### config.mk
export PLATFORM = sky130hd
export DESIGN_NAME = fldbc_top
export DESIGN_NICKNAME = d
export VERILOG_FILES = /design/src/fldbc_pkg.sv /design/src/fldbc_level_det.sv /design/src/fldbc_top.sv
export SDC_FILE = /design/constraint.sdc
export NUM_CORES = 2
export LEC_CHECK = 0
export ABC_AREA = 1
export BUFFER_PORTS_ARGS = -buffer_cell sky130_fd_sc_hd__buf_2
export CAP_MARGIN = 20
export CORE_AREA = 2 2 312 314
export CTS_CLUSTER_DIAMETER = 80
export DETAILED_ROUTE_END_ITERATION = 8
export DIE_AREA = 0 0 314 316
export PLACE_DENSITY_LB_ADDON = 0.12
export SYNTH_ARGS = -nofsm -noshare
export SYNTH_HDL_FRONTEND = slang
export SYNTH_HIERARCHICAL = 1
export SYNTH_SLANG_ARGS = --single-unit
### constraint.sdc
create_clock -name pclk -period 17.6 [get_ports pclk]
set_input_delay 0.88 -clock pclk [delete_from_list [all_inputs] [get_ports pclk]]
set_output_delay 0.88 -clock pclk [all_outputs]
set_load 0.02 [all_outputs]
### src/fldbc_pkg.sv
// package of constants for the frequency level detect and braking control block
// assumes frequency in 0.01 Hz units, voltage in 0.1 V units, percent in 0.1 % units
// Operation
// level one output sets above threshold, clears below threshold minus lag; default 50.00 Hz.
// level one lag is percent of threshold, 0.0 to 100.0, default 5.0.
// second independent level detector, same hysteresis, default 50.00 Hz, bounded by max freq.
// level two lag is percent of its threshold, 0.0 to 100.0, default 5.0.
// reached output high while frequency within window; window default 0.00 Hz, bounded by max.
// braking starts when enabled and bus voltage reaches threshold, 200.0 to 2000.0 V.
// threshold default by voltage class: 380.0, 700.0, 1120.0 V.
// braking stops when voltage falls below threshold or enable clears.
package fldbc_pkg;
   // register byte offsets
   localparam logic [7:0] OFS_LVL1_THR = 8'h00;
   localparam logic [7:0] OFS_LVL1_LAG = 8'h04;
   localparam logic [7:0] OFS_LVL2_THR = 8'h08;
   localparam logic [7:0] OFS_LVL2_LAG = 8'h0c;
   localparam logic [7:0] OFS_REACH_WIN = 8'h10;
   localparam logic [7:0] OFS_BRK_EN = 8'h14;
   localparam logic [7:0] OFS_BRK_THR = 8'h18;
   localparam logic [7:0] OFS_STATUS = 8'h1c;
   localparam logic [7:0] OFS_INT_STAT = 8'h20;
   localparam logic [7:0] OFS_INT_MASK = 8'h24;
   localparam logic [7:0] OFS_MAX_FREQ = 8'h28;
   // reset values and range limits
   localparam logic [15:0] RST_LVL_THR = 16'h1388; // 50.00 Hz
   localparam logic [15:0] RST_LVL_LAG = 16'h0032; // 5.0 %
   localparam logic [15:0] RST_REACH_WIN = 16'h0000; // 0.00 Hz
   localparam logic [15:0] RST_MAX_FREQ = 16'h1388; // 50.00 Hz
   localparam logic [15:0] LAG_MAX = 16'h03e8; // 100.0 %
   localparam logic [15:0] BRK_THR_MIN = 16'h07d0; // 200.0 V
   localparam logic [15:0] BRK_THR_MAX = 16'h4e20; // 2000.0 V
   localparam logic [15:0] BRK_THR_220 = 16'h0ed8; // 380.0 V
   localparam logic [15:0] BRK_THR_380 = 16'h1b58; // 700.0 V
   localparam logic [15:0] BRK_THR_660 = 16'h2bc0; // 1120.0 V
   // status / interrupt bit positions
   localparam int BIT_LVL1 = 0;
   localparam int BIT_LVL2 = 1;
   localparam int BIT_REACH = 2;
   localparam int BIT_BRAKE = 3;
   localparam int NUM_EVT = 4;
   // voltage class codes
   typedef enum logic [1:0] {FLDBC_V220, FLDBC_V380, FLDBC_V660} fldbc_vclass_t;
endpackage : fldbc_pkg

### src/fldbc_level_det.sv
// one hysteresis frequency level detector
// assumes threshold in 0.01 Hz, lag in 0.1 % of threshold, freq on pclk
module fldbc_level_det #(
   parameter int W = 16
) (
   input wire logic pclk,
   input wire logic presetn,
   input wire logic [W-1:0] freq,
   input wire logic [W-1:0] thr,
   input wire logic [W-1:0] lag_pct,
   output logic level
);
   logic [W+9:0] prod;
   logic [W-1:0] lag_hz;
   logic [W-1:0] low_lvl;
   logic level_reg;
   logic level_next;

   // lag in hz = thr * pct / 1000, low level clamps at zero
   always_comb begin
      prod = (W+10)'(thr) * (W+10)'(lag_pct);
      lag_hz = W'(prod / (W+10)'(1000));
      low_lvl = (lag_hz > thr) ? '0 : thr - lag_hz;
   end

   // set above threshold, clear below threshold minus lag
   always_comb begin
      level_next = level_reg;
      if (freq > thr) begin
         level_next = 1'b1;
      end else if (freq < low_lvl) begin
         level_next = 1'b0;
      end
   end

   always_ff @(posedge pclk or negedge presetn) begin
      if (!presetn) begin
         level_reg <= 1'b0;
      end else begin
         level_reg <= level_next;
      end
   end

   assign level = level_reg;
endmodule : fldbc_level_det

### src/fldbc_top.sv
// apb register file, two level detectors, frequency reached and braking control
// assumes out_freq and bus_volt come from logic on pclk; vclass is a strap
module fldbc_top #(
   parameter int W = 16
) (
   input wire logic pclk,
   input wire logic presetn,
   input wire logic psel,
   input wire logic penable,
   input wire logic pwrite,
   input wire logic [7:0] paddr,
   input wire logic [31:0] pwdata,
   output logic [31:0] prdata,
   output logic pready,
   output logic pslverr,
   input wire logic [W-1:0] out_freq,
   input wire logic [W-1:0] bus_volt,
   input wire logic [1:0] vclass,
   output logic level_one_out,
   output logic level_two_out,
   output logic freq_reached_out,
   output logic brake_out,
   output logic irq
);
   logic [W-1:0] lvl1_thr_reg, lvl1_thr_next;
   logic [W-1:0] lvl1_lag_reg, lvl1_lag_next;
   logic [W-1:0] lvl2_thr_reg, lvl2_thr_next;
   logic [W-1:0] lvl2_lag_reg, lvl2_lag_next;
   logic [W-1:0] reach_win_reg, reach_win_next;
   logic [W-1:0] max_freq_reg, max_freq_next;
   logic brk_en_reg, brk_en_next;
   logic [W-1:0] brk_thr_reg, brk_thr_next;
   logic thr_loaded_reg, thr_loaded_next;
   logic reach_reg, reach_next;
   logic brake_reg, brake_next;
   logic [3:0] int_stat_reg, int_stat_next;
   logic [3:0] int_mask_reg, int_mask_next;
   logic [3:0] evt_prev_reg;
   logic [31:0] prdata_reg, prdata_next;
   logic lvl1, lvl2;
   logic wr, rd, bad;
   logic [W-1:0] wval;
   logic [3:0] evt_now;
   logic [3:0] evt_rise;
   logic [W-1:0] win_lo, win_hi;
   logic [W:0] hi_sum;
   logic [W-1:0] cls_thr;

   // detectors
   fldbc_level_det #(.W(W)) u_det_one (
      .pclk(pclk),
      .presetn(presetn),
      .freq(out_freq),
      .thr(lvl1_thr_reg),
      .lag_pct(lvl1_lag_reg),
      .level(lvl1)
   );

   fldbc_level_det #(.W(W)) u_det_two (
      .pclk(pclk),
      .presetn(presetn),
      .freq(out_freq),
      .thr(lvl2_thr_reg),
      .lag_pct(lvl2_lag_reg),
      .level(lvl2)
   );

   // apb decode, zero wait states
   always_comb begin
      wr = psel && penable && pwrite;
      rd = psel && penable && !pwrite;
      wval = pwdata[W-1:0];
      bad = 1'b0;
      if (paddr > fldbc_pkg::OFS_MAX_FREQ || paddr[1:0] != 2'b00) begin
         bad = 1'b1;
      end
   end

   assign pready = 1'b1;
   assign pslverr = psel && penable && bad;

   // default braking threshold for the strapped voltage class
   always_comb begin
      case (vclass)
         2'd0: cls_thr = fldbc_pkg::BRK_THR_220;
         2'd1: cls_thr = fldbc_pkg::BRK_THR_380;
         default: cls_thr = fldbc_pkg::BRK_THR_660;
      endcase
   end

   // register writes with range clamping
   always_comb begin
      lvl1_thr_next = lvl1_thr_reg;
      lvl1_lag_next = lvl1_lag_reg;
      lvl2_thr_next = lvl2_thr_reg;
      lvl2_lag_next = lvl2_lag_reg;
      reach_win_next = reach_win_reg;
      max_freq_next = max_freq_reg;
      brk_en_next = brk_en_reg;
      brk_thr_next = brk_thr_reg;
      thr_loaded_next = 1'b1;
      int_mask_next = int_mask_reg;
      if (!thr_loaded_reg) begin
         brk_thr_next = cls_thr;
      end
      if (wr && !bad) begin
         if (paddr == fldbc_pkg::OFS_LVL1_THR) begin
            lvl1_thr_next = (wval > max_freq_reg) ? max_freq_reg : wval;
         end else if (paddr == fldbc_pkg::OFS_LVL1_LAG) begin
            lvl1_lag_next = (wval > fldbc_pkg::LAG_MAX) ? fldbc_pkg::LAG_MAX : wval;
         end else if (paddr == fldbc_pkg::OFS_LVL2_THR) begin
            lvl2_thr_next = (wval > max_freq_reg) ? max_freq_reg : wval;
         end else if (paddr == fldbc_pkg::OFS_LVL2_LAG) begin
            lvl2_lag_next = (wval > fldbc_pkg::LAG_MAX) ? fldbc_pkg::LAG_MAX : wval;
         end else if (paddr == fldbc_pkg::OFS_REACH_WIN) begin
            reach_win_next = (wval > max_freq_reg) ? max_freq_reg : wval;
         end else if (paddr == fldbc_pkg::OFS_BRK_EN) begin
            brk_en_next = pwdata[0];
         end else if (paddr == fldbc_pkg::OFS_BRK_THR) begin
            if (wval < fldbc_pkg::BRK_THR_MIN) begin
               brk_thr_next = fldbc_pkg::BRK_THR_MIN;
            end else if (wval > fldbc_pkg::BRK_THR_MAX) begin
               brk_thr_next = fldbc_pkg::BRK_THR_MAX;
            end else begin
               brk_thr_next = wval;
            end
         end else if (paddr == fldbc_pkg::OFS_INT_MASK) begin
            int_mask_next = pwdata[3:0];
         end else if (paddr == fldbc_pkg::OFS_MAX_FREQ) begin
            max_freq_next = wval;
         end
      end
   end

   // frequency reached: within +/- window of max output freq target
   always_comb begin
      win_lo = (reach_win_reg > max_freq_reg) ? '0 : max_freq_reg - reach_win_reg;
      hi_sum = {1'b0, max_freq_reg} + {1'b0, reach_win_reg};
      win_hi = hi_sum[W] ? '1 : hi_sum[W-1:0];
      reach_next = (out_freq >= win_lo) && (out_freq <= win_hi);
   end

   // braking start and stop
   always_comb begin
      brake_next = brake_reg;
      if (!brk_en_reg) begin
         brake_next = 1'b0;
      end else if (bus_volt >= brk_thr_reg) begin
         brake_next = 1'b1;
      end else begin
         brake_next = 1'b0;
      end
   end

   // sticky interrupt status on rising events, set wins over write-one clear
   always_comb begin
      evt_now = 4'h0;
      evt_now[fldbc_pkg::BIT_LVL1] = lvl1;
      evt_now[fldbc_pkg::BIT_LVL2] = lvl2;
      evt_now[fldbc_pkg::BIT_REACH] = reach_reg;
      evt_now[fldbc_pkg::BIT_BRAKE] = brake_reg;
      evt_rise = evt_now & ~evt_prev_reg;
      int_stat_next = int_stat_reg;
      if (wr && paddr == fldbc_pkg::OFS_INT_STAT) begin
         int_stat_next = int_stat_reg & ~pwdata[3:0];
      end
      int_stat_next = int_stat_next | evt_rise;
   end

   // read mux
   always_comb begin
      prdata_next = 32'h0000_0000;
      if (paddr == fldbc_pkg::OFS_LVL1_THR) begin
         prdata_next[W-1:0] = lvl1_thr_reg;
      end else if (paddr == fldbc_pkg::OFS_LVL1_LAG) begin
         prdata_next[W-1:0] = lvl1_lag_reg;
      end else if (paddr == fldbc_pkg::OFS_LVL2_THR) begin
         prdata_next[W-1:0] = lvl2_thr_reg;
      end else if (paddr == fldbc_pkg::OFS_LVL2_LAG) begin
         prdata_next[W-1:0] = lvl2_lag_reg;
      end else if (paddr == fldbc_pkg::OFS_REACH_WIN) begin
         prdata_next[W-1:0] = reach_win_reg;
      end else if (paddr == fldbc_pkg::OFS_BRK_EN) begin
         prdata_next[0] = brk_en_reg;
      end else if (paddr == fldbc_pkg::OFS_BRK_THR) begin
         prdata_next[W-1:0] = brk_thr_reg;
      end else if (paddr == fldbc_pkg::OFS_STATUS) begin
         prdata_next[3:0] = evt_now;
      end else if (paddr == fldbc_pkg::OFS_INT_STAT) begin
         prdata_next[3:0] = int_stat_reg;
      end else if (paddr == fldbc_pkg::OFS_INT_MASK) begin
         prdata_next[3:0] = int_mask_reg;
      end else if (paddr == fldbc_pkg::OFS_MAX_FREQ) begin
         prdata_next[W-1:0] = max_freq_reg;
      end
   end

   // state registers
   always_ff @(posedge pclk or negedge presetn) begin
      if (!presetn) begin
         lvl1_thr_reg <= fldbc_pkg::RST_LVL_THR;
         lvl1_lag_reg <= fldbc_pkg::RST_LVL_LAG;
         lvl2_thr_reg <= fldbc_pkg::RST_LVL_THR;
         lvl2_lag_reg <= fldbc_pkg::RST_LVL_LAG;
         reach_win_reg <= fldbc_pkg::RST_REACH_WIN;
         max_freq_reg <= fldbc_pkg::RST_MAX_FREQ;
         brk_en_reg <= 1'b0;
         brk_thr_reg <= fldbc_pkg::BRK_THR_660;
         thr_loaded_reg <= 1'b0;
         reach_reg <= 1'b0;
         brake_reg <= 1'b0;
         int_stat_reg <= 4'h0;
         int_mask_reg <= 4'h0;
         evt_prev_reg <= 4'h0;
         prdata_reg <= 32'h0000_0000;
      end else begin
         lvl1_thr_reg <= lvl1_thr_next;
         lvl1_lag_reg <= lvl1_lag_next;
         lvl2_thr_reg <= lvl2_thr_next;
         lvl2_lag_reg <= lvl2_lag_next;
         reach_win_reg <= reach_win_next;
         max_freq_reg <= max_freq_next;
         brk_en_reg <= brk_en_next;
         brk_thr_reg <= brk_thr_next;
         thr_loaded_reg <= thr_loaded_next;
         reach_reg <= reach_next;
         brake_reg <= brake_next;
         int_stat_reg <= int_stat_next;
         int_mask_reg <= int_mask_next;
         evt_prev_reg <= evt_now;
         prdata_reg <= prdata_next;
      end
   end

   // outputs
   assign prdata = (psel && penable && !pwrite) ? prdata_reg : 32'h0000_0000;
   assign level_one_out = lvl1;
   assign level_two_out = lvl2;
   assign freq_reached_out = reach_reg;
   assign brake_out = brake_reg;
   assign irq = |(int_stat_reg & int_mask_reg);
endmodule : fldbc_top

### Word-level counts from Yosys, hierarchy flattened

Cells that the tools add are included.

| operators by class | value |
|---|---|
| add/sub/neg operators | 4 |
| multiply operators | 2 |
| divide/modulo/power cells | 2 |
| order comparisons | 15 |
| equal/unequal tests | 11 |
| muxes and demuxes | 42 |
| bitwise logic cells | 14 |
| reductions and logical operators | 24 |

Operator list:

| operator | count |
|---|---|
| two-way mux 16 bit | 25 |
| greater-than comparator 16 bit | 6 |
| divider 26 x 10 -> 26 bit, second input constant | 2 |
| multiplier 16 x 16 -> 26 bit | 2 |
| subtractor 16 bit | 3 |
| two-way mux 12 bit | 3 |
| equality test 8 x 5 -> 1 bit, second input constant | 4 |
| greater-or-equal comparator 16 bit | 2 |
| less-than comparator 16 bit | 2 |
| case mux 14 bit (2 select lines) | 1 |
| equality test 8 x 6 -> 1 bit, second input constant | 3 |
| adder 16 x 16 -> 17 bit | 1 |
| equality test 8 x 4 -> 1 bit, second input constant | 2 |
| greater-than comparator 16 x 10 -> 1 bit, second input constant | 1 |
| greater-than comparator 16 x 15 -> 1 bit, second input constant | 1 |
| less-or-equal comparator 16 bit | 1 |
| less-than comparator 16 x 11 -> 1 bit, second input constant | 1 |
| two-way mux 4 bit | 4 |
| two-way mux 15 bit | 1 |
| AND 4 bit | 3 |
| AND reduction 10 bit | 1 |
| AND reduction 9 bit | 1 |
| equality test 8 x 3 -> 1 bit, second input constant | 1 |
| greater-than comparator 8 x 6 -> 1 bit, second input constant | 1 |
| 18 further kinds | 42 |

| word-level totals | value |
|---|---|
| bits in registers | 146 |
| input bits | 79 |
| output and inout bits | 39 |
| logic and storage cells | 131 |

### Logic depth before layout (Yosys ltp)

| logic depth | value |
|---|---|
| depth after elaboration | 12 |
| gate-level depth with buffers | 159 |
| depth with buffers taken out | 157 |

### Cells and area by module

Netlist, hierarchy kept.

Modules (own cells, without submodules):

| module | times used | cells each | area an instance (um^2) | sequential area each (um^2) |
|---|---|---|---|---|
| fldbc_level_det at u_det_two | 1 | 2138 | 14029.7 | 25.0 |
| fldbc_level_det at u_det_one | 1 | 2181 | 13442.9 | 25.0 |
| fldbc_top | 1 | 1495 | 10552.6 | 3637.2 |

### Worst setup path after synthesis

OpenSTA, ideal clock, no wires.

| timing | value |
|---|---|
| path type | register -> register |
| start point | register lvl2_thr_reg[7] |
| end point | register u_det_two.level_reg (netlist: u_det_two/level) |
| library setup time | 0.121 ns |
| arrival time | 16.958 ns |
| slack | 0.521 ns |
| stages on the path, launching flop included | 134 |
| buffers on the path | 2 |
| period minus slack after synthesis | 17.079 ns |
| cell sequence | dfstp_2 > clkbuf_1 > clkbuf_1 > nand2_1 > fa_1 > inv_1 > fa_1 > fa_1 > fa_1 > fa_1 > inv_1 > fa_1 > inv_1 > ha_1 > a21oi_1 > a21oi_1 > nor3_1 > nand3_1 > [... 98 more ...] > a21oi_1 > or2_2 > nand2_1 > a21oi_1 > nor2_1 > nor2_1 > nor2_1 > nor2_1 > or2_2 > ha_1 > o31a_1 > o211ai_1 > nand2_1 > a21oi_1 > o21ai_0 > nand4_1 > nand4_1 > a22o_1 |

| between the ends | value |
|---|---|
| longest elaborated chain between the ends | 6 |
| elaborated cells on any way between the ends | 9 |
| classes of those cells | 1 x add/sub; 1 x mul; 1 x div; 3 x order compare; 2 x mux; 1 x reduce/logical |

RTL lines:

| what | line | RTL |
|---|---|---|
| start: declaration | fldbc_top.sv:27 | `logic [W-1:0] lvl2_thr_reg, lvl2_thr_next;` |
| start signal: assignment | fldbc_top.sv:203 | `lvl2_thr_reg <= fldbc_pkg::RST_LVL_THR;` |
| start signal: assignment | fldbc_top.sv:219 | `lvl2_thr_reg <= lvl2_thr_next;` |
| multiplier 16 x 16 -> 26 bit | fldbc_level_det.sv:21 | `prod = (W+10)'(thr) * (W+10)'(lag_pct);` |
| divider 26 x 10 -> 26 bit | fldbc_level_det.sv:22 | `lag_hz = W'(prod / (W+10)'(1000));` |
| subtractor 16 bit or greater-than comparator 16 bit (tied branches) | fldbc_level_det.sv:23 | `low_lvl = (lag_hz > thr) ? '0 : thr - lag_hz;` |
| two-way mux 16 bit | fldbc_level_det.sv:23 |  |
| less-than comparator 16 bit | fldbc_level_det.sv:31 | `end else if (freq < low_lvl) begin` |
| nonzero test 2 bit (no line) | - |  |
| end signal: assignment | fldbc_level_det.sv:40 | `level_reg <= level_next;` |
| end: declaration | fldbc_level_det.sv:16 | `logic level_reg;` |

Parallel ways exist; a longest one is shown, timed or not.
A chain may end at the register's enable or synchronous reset.

### Worst setup path after layout

| timing | value |
|---|---|
| start point | register lvl1_thr_reg[12] |
| end point | register u_det_one.level_reg (netlist: u_det_one/level) |

| between the ends | value |
|---|---|
| longest elaborated chain between the ends | 6 |
| elaborated cells on any way between the ends | 9 |
| classes of those cells | 1 x add/sub; 1 x mul; 1 x div; 3 x order compare; 2 x mux; 1 x reduce/logical |

RTL lines:

| what | line | RTL |
|---|---|---|
| start: declaration | fldbc_top.sv:25 | `logic [W-1:0] lvl1_thr_reg, lvl1_thr_next;` |
| start signal: assignment | fldbc_top.sv:201 | `lvl1_thr_reg <= fldbc_pkg::RST_LVL_THR;` |
| start signal: assignment | fldbc_top.sv:217 | `lvl1_thr_reg <= lvl1_thr_next;` |
| multiplier 16 x 16 -> 26 bit | fldbc_level_det.sv:21 |  |
| divider 26 x 10 -> 26 bit | fldbc_level_det.sv:22 |  |
| subtractor 16 bit or greater-than comparator 16 bit (tied branches) | fldbc_level_det.sv:23 |  |
| two-way mux 16 bit | fldbc_level_det.sv:23 |  |
| less-than comparator 16 bit | fldbc_level_det.sv:31 |  |
| nonzero test 2 bit (no line) | - |  |
| end signal: assignment | fldbc_level_det.sv:40 |  |
| end: declaration | fldbc_level_det.sv:16 |  |

Parallel ways exist; a longest one is shown, timed or not.

==> results.ini <==
[logic_synthesis]
synthTopCellsByCount = nand2_1 (1680), inv_1 (1267), nand3_1 (381)
synth.distinct_cells = 70
yosysMostFrequentCell = nand2_1
synth_edf_count = 0
syn_inst = 5814
seq_area_frac_synth_pct = 9.697
ys_warn_count = 6
synth.top_cell.area_share_pct = 19.27
synth-seq-cells = 146
yosys-top-cells-area = fa_1 (19%), nand2_1 (17%), inv_1 (13%), ha_1 (11%), dfrtp_1 (7.8%)
syn_area_um2 = 38030
syn_avg_cell_area_um2 = 6.540
yosys.area.top_type = fa_1
synthFlopType = dfrtp_1
async_reset_ff_share_pct = 100.0

[layout]
nets = 7312
stdcell_area_um2 = 47700
syn_to_final_growth_pct = 25.45
utilization_pct = 49.69
layout-drive-gt1-share_pct = 25.75
finalNonFillerCells = 7817

[timing]
rsz0062_at_grt = yes
skew_ps = 9.944
fmax_mhz = 54.91
max_slew.worst_pin.slew_ps = 1065
hold_viol = 0
min_period_ps = 18210
final.period_utilization_pct = 103.5
holdWs_ps = 419.3
fin_setup_tns_ps = -925.6
fin_ws_ps = -610.0
maxSlewHeadroom_pct = 28.79
maxSlewViolCount = 0
setup_violations = 2

[place]
placed_area_um2 = 44270
place.gp.congestion = 0.9474
port_buffers = 84
dp_hpwl_um = 101400
post-place-ws_ps = -1069
dp.cells = 7669

[power_and_ir_drop]
p_leak_nw = 28.33
power_density_nw_per_um2 = 29.85
report.power.total_mw = 1.424
max-vdd-ir-drop_v = 0.00006166

[critical_path]
crit_arrival_ps = 18540
path_class = reg2reg
required_ps = 17930
end_kind = flop
start_kind = flop
path_max_fanout = 8
crit_path_top_delay_cell = dfstp_2
cpPeakStageDelay_ps = 660
cpMostUsedCell = buf_4

[detailed_routing]
drt-met1-wl_um = 56500
drt_iter0_drc = 2530
via_count = 37670
viasPerCell = 4.818
route.met2.wl_um = 55840
dr_wl_met3_um = 5521
routed_wl_um = 121000
maxUsedRoutingLayer = met5
drc = 0
firstDrtPassIters = 6
antenna_left = 0
drt-wirelength-per-cell_um = 15.48

[cts]
clockBufferDepth = 2
cts_num_sinks = 146
numCtsBuffers = 17
tritoncts = done
root_buffer = clkbuf_16
clk_pin_slew_ps = 60
clk_latency_ps = 440
htree_levels = 4

[die]
die_w_um = 314
start_util_pct = 39.61
die_h_um = 316
dieArea_um2 = 99220
core-area_um2 = 95990
num_rows = 114
pin_count = 118

[status]
violations = negative setup slack
status = finished, violations left

[global_routing]
grt_util_all_layers_pct = 24.43
grt_pass1_vias = 36900
grt_max_degree = 88
overflow = 0
grt_pass1_wl_um = 193700
antenna_found_initial = 1

[job]
cap_viol_max_count = 0

[hold_path]
min_path_type = reg2reg

[cell type report]
type / count / area, um^2
sequential: 146 / 3709
multi-input combinational: 4145 / 30250
clock inverter: 12 / 131.4
inverter: 1378 / 5234
tap: 1276 / 1597
fill: 9910 / 48290
timing repair buffer: 839 / 6327
clock buffer: 20 / 456.7
antenna: 1 / 2.502
[logic make-up (layout without fill, tap and decap cells)]
kind of cell	after synthesis	count (layout)	synth area share (%)
compound gates	539	539	8.377
xor+xnor	81	81	1.964
fa+ha+maj	706	706	30.46
buf+inv	1540	2249	15.64
flops	146	146	9.697
other cells	2	19	0.01975
simple gates	2800	2801	33.85
[worst max-delay path, delay by kind of cell (launching register included)]
family,cells,cell delay [ps]
simple gates,74,7400
buf+inv,32,3090
fa+ha+maj,10,4190
flops,1,660
xor+xnor,1,210
compound gates,15,2530
[power breakdown]
part           total, mW  internal [mW]  switching, mW
clock              0.374          0.216          0.157
sequential         0.350          0.342        0.00766
combinational      0.701          0.318          0.382
[final timing paths]
kind	depth (start not counted)	slack (ps)	to	from
worst min-delay path	1	420	int_stat_reg[0]$_DFF_PN0_	evt_prev_reg[0]$_DFF_PN0_
max in group asynchronous	2	15720	lvl2_thr_reg[2]$_DFFE_PN0P_	presetn
worst min register to register	1	420	int_stat_reg[0]$_DFF_PN0_	evt_prev_reg[0]$_DFF_PN0_
worst max-delay path	132	-610	u_det_one/level$_DFFE_PN0P_	lvl1_thr_reg[12]$_DFFE_PN1P_
min in group asynchronous	1	510	brk_thr_reg[15]$_DFF_PN0_	presetn
worst max register to register	132	-610	u_det_one/level$_DFFE_PN0P_	lvl1_thr_reg[12]$_DFFE_PN1P_
[metal layers]
metal,global-route usage (%),vias up
met1,34.21,17750
met2,40.76,808
met4,6.111,2
met5,0,-
li1,-,18980
met3,2.001,125
[layout by cell type (no fill, tap or decap), types with 26 or more instances in the layout]
cell type | Yosys | layout
nand2_1 | 1680 | 1576
inv_1 | 1267 | 1255
buf_4 | 21 | 722
fa_1 | 366 | 359
nand3_1 | 381 | 332
ha_1 | 340 | 316
nor2_1 | 303 | 247
nand2_2 | 126 | 201
a21oi_1 | 205 | 179
o21ai_0 | 137 | 126
dfrtp_1 | 119 | 105
inv_2 | 93 | 102
buf_2 | 24 | 83
nor2_2 | 41 | 71
nand2_4 | 47 | 70
nand3_2 | 42 | 70
xor2_1 | 65 | 64
o21ai_1 | 60 | 58
nand4_1 | 55 | 55
nor2_4 | 20 | 46
nand3_4 | 13 | 34
a21oi_2 | 8 | 30
dfstp_2 | 27 | 26
[repair_timing]
action,in CTS,in global routing
cloned,1,0
endpoints found under the setup margin,2,2
hold buffers,0,0
gates resized for setup,152,316
pin swaps,90,193
buffers inserted,67,47
hold endpoints to repair,0,0
Note: power is estimated with default switching activity, not from simulation.
